===== src/inc/astf_pkg.sv =====
`default_nettype none
package astf_pkg;
    // Register map, byte addresses on the plain register port.
    localparam logic [7:0] ADR_TRIG   = 8'h00; // trigger_source_control
    localparam logic [7:0] ADR_MODE   = 8'h01; // Scan mode, wrap, clear option.
    localparam logic [7:0] ADR_START  = 8'h02; // sequence_start_control
    localparam logic [7:0] ADR_STUP   = 8'h03; // completion_status_upper
    localparam logic [7:0] ADR_STLO   = 8'h04; // Lower completion flags.
    localparam logic [7:0] ADR_STATE  = 8'h05; // Sequencer state.
    localparam logic [3:0] ADR_RES_HI = 4'h1;  // Results sit at 0x10 to 0x1f.

    // Field positions.
    localparam int TRG_KIND = 7;  // trigger_origin_kind
    localparam int MOD_SEVERAL_LINE_SCAN_MODE = 4;  // several_line_scan_mode
    localparam int MOD_FAST_FLAG_CLEAR = 5;  // fast_flag_clear
    localparam int MOD_ETRG = 6;  // External trigger enable.
    localparam int STA_SC   = 4;  // special_line_enable
    localparam int ST_BUSY  = 0;  // Sequence running.
    localparam int ST_RSVD  = 1;  // Last start used a reserved code.

    // Reset values.
    localparam logic [7:0]  TRIG_RST  = 8'h00;
    localparam logic [15:0] MODE_RST  = 16'h0000;
    localparam logic [7:0]  START_RST = 8'h00;

    // Special codes that name a real reference level.
    localparam logic [3:0] SPC_HIGH = 4'h4; // high_reference_level
    localparam logic [3:0] SPC_LOW  = 4'h5; // low_reference_level
    localparam logic [3:0] SPC_MID  = 4'h6; // Midpoint of the two.

    // Whether dedicated_trigger_inputs exist on this part.
    localparam logic DED_TRIG_PRESENT = 1'b1;

    // Sizes.
    localparam int NLINE = 16; // sensed_input_lines
    localparam int NDED  = 4;  // dedicated_trigger_inputs
    localparam int NPOS  = 16; // Positions in a sequence.
    localparam int RESW  = 10; // Result width.

    // Request handed to the converter front end.
    typedef struct packed {
        logic       special; // Code selects a reference level.
        logic [3:0] code;    // Input line or special code.
    } astf_conv_t;

    // Sequencer states.
    typedef enum logic [1:0] {
        SQ_IDLE,
        SQ_ISSUE,
        SQ_WAIT
    } astf_state_t;
endpackage : astf_pkg
`default_nettype wire


===== src/astf_top.sv =====
// The register offsets and the address-and-strobe port are this design's own decisions.
`timescale 1ns/1ps
`default_nettype none
module astf_top (
    input  wire logic                  clk,          // Bus clock, 50 MHz.
    input  wire logic                  rst_n,        // Synchronous reset, low.
    input  wire logic [7:0]            addr,         // Register address.
    input  wire logic [15:0]           wdata,        // Write data.
    input  wire logic                  wr,           // Write strobe.
    input  wire logic                  rd,           // Read strobe.
    output logic      [15:0]           rdata,        // Read data, cycle after rd.
    input  wire logic [15:0]           sensed_input_lines, // Line levels.
    input  wire logic [3:0]            dedicated_trigger_inputs, // Trigger pins.
    output logic                       conv_start,   // Start one conversion.
    output astf_pkg::astf_conv_t       conv_sel,     // What to convert.
    output logic                       conv_abort,   // Drop conversion in flight.
    input  wire logic                  conv_done,    // Conversion finished.
    input  wire logic [9:0]            conv_result   // Result with conv_done.
);
    // Register contents.
    logic [7:0]             trig_r;   // trigger_source_control
    logic [15:0]            mode_r;   // Wrap, mode and option bits.
    logic [7:0]             start_r;  // Last sequence_start_control value.
    logic [15:0]            flags_r;  // conversion_done_flag per position.
    logic [15:0]            arm_r;    // Status read seen, slow clear armed.
    logic [9:0]             res_r [16]; // result_register array.
    logic                   rsvd_r;   // Last start used a reserved code.
    logic [15:0]            rdata_r;  // Registered read data.

    // Sequencer.
    astf_pkg::astf_state_t  st_r;     // Sequencer state.
    logic [3:0]             pos_r;    // Position within the sequence.
    logic [3:0]             ch_r;     // Current input line.
    astf_pkg::astf_conv_t   sel_r;    // Request held for the front end.

    // Pin synchronisers and trigger edge.
    logic [19:0]            s1_r;     // First stage, read only by s2_r.
    logic [19:0]            s2_r;     // Second stage.
    logic [19:0]            s3_r;     // Third stage.
    logic [19:0]            flt_r;    // Value once stages two and three agree.
    logic                   trg_prev_r; // Trigger level last cycle.

    // Decoded bus strobes.
    logic                   wr_trig;  // Write to trigger control.
    logic                   wr_start; // Write to start control.
    logic                   rd_stup;  // Read of upper status.
    logic                   rd_stlo;  // Read of lower status.
    logic                   res_rd;   // Read of a result register.
    logic [3:0]             idx_w;    // Result register index.
    logic                   done_w;   // Accepted conversion end.
    logic                   trg_src;  // Selected trigger level.
    logic                   trg_go;   // Trigger rising edge while idle.
    logic                   last_w;   // Current position is the last.
    logic                   code_ok;  // Special code is not reserved.
    logic [15:0]            set_w;    // Flag set this cycle.
    logic [3:0]             wrap_w;   // Wrap field.

    // Bus decode is purely combinational on the strobes.
    assign wr_trig  = wr && addr == astf_pkg::ADR_TRIG;
    assign wr_start = wr && addr == astf_pkg::ADR_START;
    assign rd_stup  = rd && addr == astf_pkg::ADR_STUP;
    assign rd_stlo  = rd && addr == astf_pkg::ADR_STLO;
    assign res_rd   = rd && addr[7:4] == astf_pkg::ADR_RES_HI;
    assign idx_w    = addr[3:0];
    // A conversion end that meets a trigger control write is dropped with the sequence.
    assign done_w   = st_r == astf_pkg::SQ_WAIT && conv_done && !wr_trig;
    assign last_w   = pos_r == mode_r[11:8];
    assign wrap_w   = mode_r[3:0];

    // The sequence length field holds the count minus one.
    // A special start must use one of the three reference codes.
    assign code_ok = wdata[3:0] == astf_pkg::SPC_HIGH ||
                     wdata[3:0] == astf_pkg::SPC_LOW  ||
                     wdata[3:0] == astf_pkg::SPC_MID;

    // Pick the trigger level; without dedicated inputs the stored
    // origin bit is ignored and an analog line stays the source.
    always_comb begin
        if (trig_r[astf_pkg::TRG_KIND] && astf_pkg::DED_TRIG_PRESENT) begin
            trg_src = flt_r[astf_pkg::NLINE + trig_r[1:0]];
        end else begin
            trg_src = flt_r[trig_r[3:0]];
        end
    end
    assign trg_go = mode_r[astf_pkg::MOD_ETRG] && trg_src && !trg_prev_r &&
                    st_r == astf_pkg::SQ_IDLE;

    // Handshake outputs are combinational: conv_start from the state, conv_abort from a trigger control write outside idle.
    assign conv_start = st_r == astf_pkg::SQ_ISSUE;
    assign conv_abort = wr_trig && st_r != astf_pkg::SQ_IDLE;
    assign conv_sel   = sel_r;
    assign rdata      = rdata_r;

    // Three stages on the pins; a change is taken only when the
    // second and third stage agree, which rejects single-cycle glitches.
    // Only the second stage reads the first, whose value may still be settling.
    always_ff @(posedge clk) begin
        if (!rst_n) begin
            s1_r       <= 20'h00000;
            s2_r       <= 20'h00000;
            s3_r       <= 20'h00000;
            flt_r      <= 20'h00000;
            trg_prev_r <= 1'b0;
        end else begin
            s1_r       <= {dedicated_trigger_inputs, sensed_input_lines};
            s2_r       <= s1_r;
            s3_r       <= s2_r;
            flt_r      <= (s2_r & s3_r) | (flt_r & (s2_r ^ s3_r));
            trg_prev_r <= trg_src;
        end
    end

    // Software-written control registers.
    always_ff @(posedge clk) begin
        if (!rst_n) begin
            trig_r  <= astf_pkg::TRIG_RST;
            mode_r  <= astf_pkg::MODE_RST;
            start_r <= astf_pkg::START_RST;
        end else begin
            if (wr_trig) begin
                trig_r <= wdata[7:0];
            end
            if (wr && addr == astf_pkg::ADR_MODE) begin
                mode_r <= wdata;
            end
            if (wr_start) begin
                start_r <= wdata[7:0];
            end
        end
    end

    // Sequencer. A trigger control write drops everything and waits
    // for a fresh start; a reserved special code refuses the start.
    always_ff @(posedge clk) begin
        if (!rst_n) begin
            st_r   <= astf_pkg::SQ_IDLE;
            pos_r  <= 4'h0;
            ch_r   <= 4'h0;
            sel_r  <= '0;
            rsvd_r <= 1'b0;
        end else if (wr_trig) begin
            st_r <= astf_pkg::SQ_IDLE;
        end else if (wr_start) begin
            // Start write restarts even a running sequence.
            pos_r  <= 4'h0;
            ch_r   <= wdata[3:0];
            rsvd_r <= wdata[astf_pkg::STA_SC] && !code_ok;
            sel_r  <= '{special: wdata[astf_pkg::STA_SC], code: wdata[3:0]};
            if (wdata[astf_pkg::STA_SC] && !code_ok) begin
                st_r <= astf_pkg::SQ_IDLE;
            end else begin
                st_r <= astf_pkg::SQ_ISSUE;
            end
        end else begin
            case (st_r)
                astf_pkg::SQ_IDLE: begin
                    // An external edge replays start_r unless the last start write was refused.
                    if (trg_go && !rsvd_r) begin
                        pos_r <= 4'h0;
                        ch_r  <= start_r[3:0];
                        sel_r <= '{special: start_r[astf_pkg::STA_SC],
                                   code: start_r[3:0]};
                        st_r  <= astf_pkg::SQ_ISSUE;
                    end
                end
                astf_pkg::SQ_ISSUE: begin
                    // The request stands for this one cycle only.
                    st_r <= astf_pkg::SQ_WAIT;
                end
                astf_pkg::SQ_WAIT: begin
                    if (conv_done) begin
                        if (last_w) begin
                            st_r <= astf_pkg::SQ_IDLE;
                        end else begin
                            pos_r <= pos_r + 4'h1;
                            st_r  <= astf_pkg::SQ_ISSUE;
                            if (mode_r[astf_pkg::MOD_SEVERAL_LINE_SCAN_MODE] && !sel_r.special) begin
                                // Wrap zero is reserved and simply runs on.
                                if (ch_r == wrap_w && wrap_w != 4'h0) begin
                                    ch_r       <= 4'h0;
                                    sel_r.code <= 4'h0;
                                end else begin
                                    ch_r       <= ch_r + 4'h1;
                                    sel_r.code <= ch_r + 4'h1;
                                end
                            end
                        end
                    end
                end
                default: begin
                    st_r <= astf_pkg::SQ_IDLE;
                end
            endcase
        end
    end

    // Results are stored at the position that produced them.
    always_ff @(posedge clk) begin
        if (done_w) begin
            res_r[pos_r] <= conv_result;
        end
    end

    // One flag and one arm bit per position. Start clears win over a
    // set; a set wins over any read clear in the same cycle.
    // A status read arms every position of its half, set or not, except a position whose flag is set in that same cycle.
    genvar gi;
    generate
        for (gi = 0; gi < astf_pkg::NPOS; gi++) begin : g_flag
            assign set_w[gi] = done_w && pos_r == gi;
            always_ff @(posedge clk) begin
                if (!rst_n) begin
                    flags_r[gi] <= 1'b0;
                    arm_r[gi]   <= 1'b0;
                end else if (wr_start) begin
                    flags_r[gi] <= 1'b0;
                    arm_r[gi]   <= 1'b0;
                end else if (set_w[gi]) begin
                    flags_r[gi] <= 1'b1;
                end else if (res_rd && idx_w == gi) begin
                    arm_r[gi] <= 1'b0;
                    if (mode_r[astf_pkg::MOD_FAST_FLAG_CLEAR] || arm_r[gi]) begin
                        flags_r[gi] <= 1'b0;
                    end
                end else if ((gi >= 8 && rd_stup) || (gi < 8 && rd_stlo)) begin
                    arm_r[gi] <= 1'b1;
                end
            end
        end
    endgenerate

    // Read data stands in the cycle after the strobe only; writes to
    // the status registers fall through and change nothing.
    always_ff @(posedge clk) begin
        if (!rst_n || !rd) begin
            rdata_r <= 16'h0000;
        end else if (res_rd) begin
            rdata_r <= {6'h00, res_r[idx_w]};
        end else begin
            case (addr)
                astf_pkg::ADR_TRIG:  rdata_r <= {8'h00, trig_r};
                astf_pkg::ADR_MODE:  rdata_r <= mode_r;
                astf_pkg::ADR_START: rdata_r <= {8'h00, start_r};
                astf_pkg::ADR_STUP:  rdata_r <= {8'h00, flags_r[15:8]};
                astf_pkg::ADR_STLO:  rdata_r <= {8'h00, flags_r[7:0]};
                astf_pkg::ADR_STATE: rdata_r <= {8'h00, pos_r, 2'h0, rsvd_r,
                                                 st_r != astf_pkg::SQ_IDLE};
                default:             rdata_r <= 16'h0000;
            endcase
        end
    end
endmodule : astf_top
`default_nettype wire


===== config.mk =====
export PLATFORM = sky130hd
export DESIGN_NAME = astf_top
export DESIGN_NICKNAME = d
export VERILOG_FILES = /design/src/inc/astf_pkg.sv /design/src/astf_top.sv
export SDC_FILE = /design/constraint.sdc
export NUM_CORES = 1
export LEC_CHECK = 0
export ABC_AREA = 1
export BUFFER_PORTS_ARGS = -buffer_cell sky130_fd_sc_hd__buf_2
export CAP_MARGIN = 20
export CORE_ASPECT_RATIO = 0.7
export CORE_MARGIN = 2
export CORE_UTILIZATION = 24
export DETAILED_ROUTE_END_ITERATION = 8
export SLEW_MARGIN = 20
export SYNTH_ARGS = -nofsm -noshare
export SYNTH_HDL_FRONTEND = slang
export SYNTH_SLANG_ARGS = --single-unit

===== constraint.sdc =====
create_clock -name clk -period 1.85 [get_ports clk]
set_clock_uncertainty 0.05 [all_clocks]
set_input_delay 0.185 -clock clk [delete_from_list [all_inputs] [get_ports clk]]
set_output_delay 0.185 -clock clk [all_outputs]
set_load 0.05 [all_outputs]

Word level (Yosys, flattened, before mapping)
Memories as Yosys holds them, arrays and structs flattened.
Cells that the tools add are included.

storage, ports and cells
  register bits = 177
  RAM bits = 160
  input bits = 59
  output and inout port bits = 23
  logic and storage cells = 391
  memories kept = 1

memories
  memory  words  bits a word  read ports  clocked after memory_dff  write ports  RTL line        RTL
  res_r   16     10           1           0                         1            astf_top.sv:26  logic [9:0] res_r [16];

cells by class
  $add $sub $neg = 3
  magnitude comparators = 2
  equality and inequality tests = 47
  multiplexer cells = 97
  bitwise logic cells = 22
  reduce and logical (&&, ||, !) cells = 171

operators by type and width
  kind                   count
  $reduce_bool A2 Y1     51
  $pmux W16 S6           1
  $mux W1                74
  $reduce_and A2 Y1      34
  $eq A4 B4 Y1 const B   16
  $logic_and A1 B1 Y1    48
  $eq A4 B3 Y1 const B   11
  $and A20 B20 Y20       2
  $mux W4                10
  $pmux W4 S2            3
  $or A20 B20 Y20        1
  $xor A20 B20 Y20       1
  $logic_or A1 B1 Y1     19
  $not A1 Y1             18
  $eq A4 B2 Y1 const B   4
  $eq A8 B2 Y1 const B   2
  $eq A8 B3 Y1 const B   2
  $eq A4 B1 Y1 const B   3
  $mux W10               1
  $mux W5                2
  $add A4 B1 Y4 const B  2
  $eq A4 B4 Y1           2
  $eq A8 B1 Y1 const B   1
  $logic_not A4 Y1       2
  other kinds (20)       32

Depth between registers and ports, before layout
  depth after elaboration = 11
  gate-level depth with buffers = 15
  depth with buffers taken out = 13

Worst setup path after synthesis
OpenSTA, ideal clock, no wires.

  path type = input-to-output
  start = in addr[1]
  end = out conv_abort
  arrival = 1.549 ns
  data required time = 1.615 ns
  path slack = 0.066 ns
  stages = 6
  path buffers = 1
  path through = nor2_2 -> nand2_1 -> nor2_1 -> nand2_1 -> clkbuf_1 -> nor2_1

on the way
  word-level cells in the longest chain between the ends = 3

ends and longest elaborated chain
  what                 RTL line        RTL
  from (decl)          astf_top.sv:7   input wire logic [7:0] addr,
  $logic_not A8 Y1     astf_top.sv:59  assign wr_trig = wr && addr == astf_pkg::ADR_TRIG;
  $logic_and A1 B1 Y1  astf_top.sv:59
  $logic_and A1 B1 Y1  astf_top.sv:90  assign conv_abort = wr_trig && st_r != astf_pkg::SQ_IDLE;
  to (decl)            astf_top.sv:16  output logic conv_abort,

No other way between the ends.

Worst setup path in the final report
  start = reg st_r[0]
  end = out conv_start

on the way
  word-level cells in the longest chain between the ends = 1

ends and longest elaborated chain
  what                    RTL line         RTL
  from (decl)             astf_top.sv:31   astf_pkg::astf_state_t st_r;
  from (signal assigned)  astf_top.sv:136  st_r <= astf_pkg::SQ_IDLE;
  from (signal assigned)  astf_top.sv:142  st_r <= astf_pkg::SQ_IDLE;
  from (signal assigned)  astf_top.sv:150  st_r <= astf_pkg::SQ_IDLE;
  $eq A2 B1 Y1            astf_top.sv:89   assign conv_start = st_r == astf_pkg::SQ_ISSUE;
  to (decl)               astf_top.sv:14   output logic conv_start,

No other way between the ends.

==> results.json <==
{
  "synth_compound_area_share_pct": 13.6,
  "core_sq_um": 53400,
  "fin_crit_ps": 1790,
  "synthMuxAreaShare_pct": 0,
  "cp.required_ps": 1620,
  "grt_max_degree": 43,
  "fmax_mhz": 558,
  "start_kind": "flip-flop",
  "mostFrequentLayoutCell": "nand2_1",
  "cp_slowest_cell": "dfxtp_1",
  "crit_family": "buffers and inverters",
  "drc_errors": 0,
  "max-cap-violations": 0,
  "die_area_sq_um": 55700,
  "finalHoldViolations": 0,
  "clk_pin_slew_ps": 60,
  "cp_common_cell": "buf_4",
  "yosysWarnings": 0,
  "worst_slack_ps": 59.3,
  "ant_nets": 0,
  "ys_top_cells_by_area": "edfxtp_1 (37%), dfxtp_1 (27%), nand2_1 (6.1%)",
  "synthSimpleGateAreaFrac_pct": 13.2,
  "cts_tree": "built",
  "clk_path_buf_depth": 3,
  "synth_top_area_share_pct": 37.2,
  "power.leakage_nw": 6.87,
  "yosysSeqAreaShare_pct": 64.1,
  "num_rows": 71,
  "synth.largest_area_cell": "edfxtp_1",
  "syn-num-nets": 1348,
  "synth_edf_count": 160,
  "worst-r2r-cell-count": 6,
  "via_per_inst": 4.42,
  "synthArstFlopShare_pct": 0,
  "grt_pass1_wl_um": 56000,
  "htree_levels": 2,
  "diodes": 0,
  "ys_ff_latch": 333,
  "dr_total_vias": 9972,
  "setup_viol": 0,
  "synth_area_sq_um": 12900,
  "synth_area_per_cell_sq_um": 10.2,
  "cts_sinks": 333,
  "tightest_slew_ps": 503,
  "placed_area_sq_um": 15300,
  "io_buffers": 81,
  "root_buffer": "clkbuf_16",
  "grt_pass1_vias": 9603,
  "crit_path_end_kind": "primary output",
  "hp-class": "in2reg",
  "cp_slowest_stage_delay_ps": 340,
  "worstSkewPairLatency_ps": 540,
  "worst-path-buf-inv": 3,
  "synth_top_family_by_area": "compound AO/OA/AOI/OAI gates",
  "fin_crit_sh_pct": 96.8,
  "final_nets": 1586,
  "drt_iter0_drc": 847,
  "netlist_instances": 1264,
  "design_area_sq_um": 16900,
  "ys_types": 41,
  "path_class": "reg2out",
  "relSlewSlack_pct": 66.4,
  "wl_per_cell_um": 16.5,
  "drive_above_1_share_pct": 20.4,
  "final_max_slew_viol_count": 0,
  "die_height_um": 198,
  "place_hpwl_um": 26400,
  "critPathArrivalTime_ps": 1560,
  "globalplace.congestion": 0.882,
  "status": "finished, final reports clean",
  "overflow": 0,
  "layout_common_cells": "nand2_1 (208), dfxtp_1 (170), edfxtp_1 (160), inv_1 (155), a21oi_1 (118)",
  "antenna_found_initial": 0,
  "synth_ff_type": "dfxtp_1",
  "die_x_um": 281,
  "cp_max_fo": 3,
  "finalSetupTns_ps": 0,
  "io_pins": 82,
  "synth_fa_ha_area_share_pct": 2.42,
  "ir_drop_v": 0.000550,
  "synth-xor-area-share_pct": 0.475,
  "numCtsBuffers": 37,
  "drt-total-wl_um": 37200,
  "dp_slack_ps": -424,
  "fin_util_pct": 31.6,
  "grt_usage_pct": 13.2,
  "critPathLaunch": "st_r[0]",
  "crit_cells": 4,
  "drtPass1Iterations": 5,
  "start_util_pct": 24.2,
  "whs_ps": 7.55,
  "areaGrowthSynthToFinish_pct": 30.8,
  "path_cells": "inv_1 > buf_4 > nor2_2 > buf_4",
  "worstHoldStart": "conv_result[3]",
  "r2r_start": "pos_r[3]",
  "p_per_area_nw_per_um2": 916,
  "hold_depth": 1
}
[layer usage]
layer	wire (um)	vias up	track usage [%]
li1	-	4809	-
met1	17500	4782	18.7
met2	16100	325	19.8
met3	2710	56	3.04
met4	880	0	3.98
met5	0	-	0
[through the flow]
step,total power [mW],cells
floorplan,8.29,1264
global placement,8.65,2155
detailed placement,8.66,2155
CTS,15.6,2255
global route,15.9,2256
finish,15.5,2256
[cell type report]
class	instances	area (sq um)
fillers	5375	36500
well taps	730	913
flip-flops and latches	333	8270
clock inverters	20	154
repair buffers	247	2060
multi-input cells	719	3900
clock buffers	43	968
inverters	164	618
[sequential cells by signal, indices dropped and copies added, names as in the netlist, 16 cells and up]
| name | cells |
|---|---|
| res_r | 160 |
| flt_r | 20 |
| s1_r | 20 |
| s2_r | 20 |
| s3_r | 20 |
| arm_r | 16 |
| flags_r | 16 |
| mode_r | 16 |
| rdata | 16 |
[worst reg2reg max path, cell delays in order (launching register included)]
cell,delay (ps)
dfxtp_2,390
inv_1,80
buf_4,160
nor2_1,330
nand2_1,170
inv_1,130
buf_12,160
[cells by family after synthesis]
family / Yosys count
and+or+nand+nor: 392
xor gates and xnor gates: 7
DFF: 333
adders and majority gates: 25
AOI/OAI and AO/OA: 295
buffers and inverters: 212
[timing repair]
item	4_1_cts	5_1_grt
endpoints found under the setup margin	6	72
buffers inserted	0	1
gates resized for setup	4	26
pin swaps	0	1
hold endpoints to repair	56	0
hold buffers	37	0
[where the power goes]
part / leakage (nW) / switching (mW) / internal [mW] / total, mW
combinational: 3.48 / 0.468 / 0.297 / 0.765
sequential: 2.84 / 0.0290 / 7.77 / 7.80
clock: 0.543 / 2.99 / 3.91 / 6.90
total: 6.87 / 3.49 / 12.0 / 15.5
[synth_stat cells (5+ instances only)]
library cell  count
a211oi_1         15
a21oi_1         118
a22oi_1          72
buf_2             5
clkbuf_1         41
dfxtp_1         173
edfxtp_1        160
ha_1             25
inv_1           158
inv_2             5
nand2_1         209
nand3_1          27
nand4_1          19
nor2_1           90
nor2_4            6
nor3_1           13
nor3b_1           9
o21ai_0          62
o22ai_1          12
or2_2            10
xor2_1            6
[worst paths after layout]
kind,endpoint,slack (ps)
worst max register to register,res_r[11][4],80
worst min-delay path,res_r[7][3],8
worst max-delay path,conv_start,60
worst min register to register,s2_r[12],360
Power figures use the tool's default switching activity.
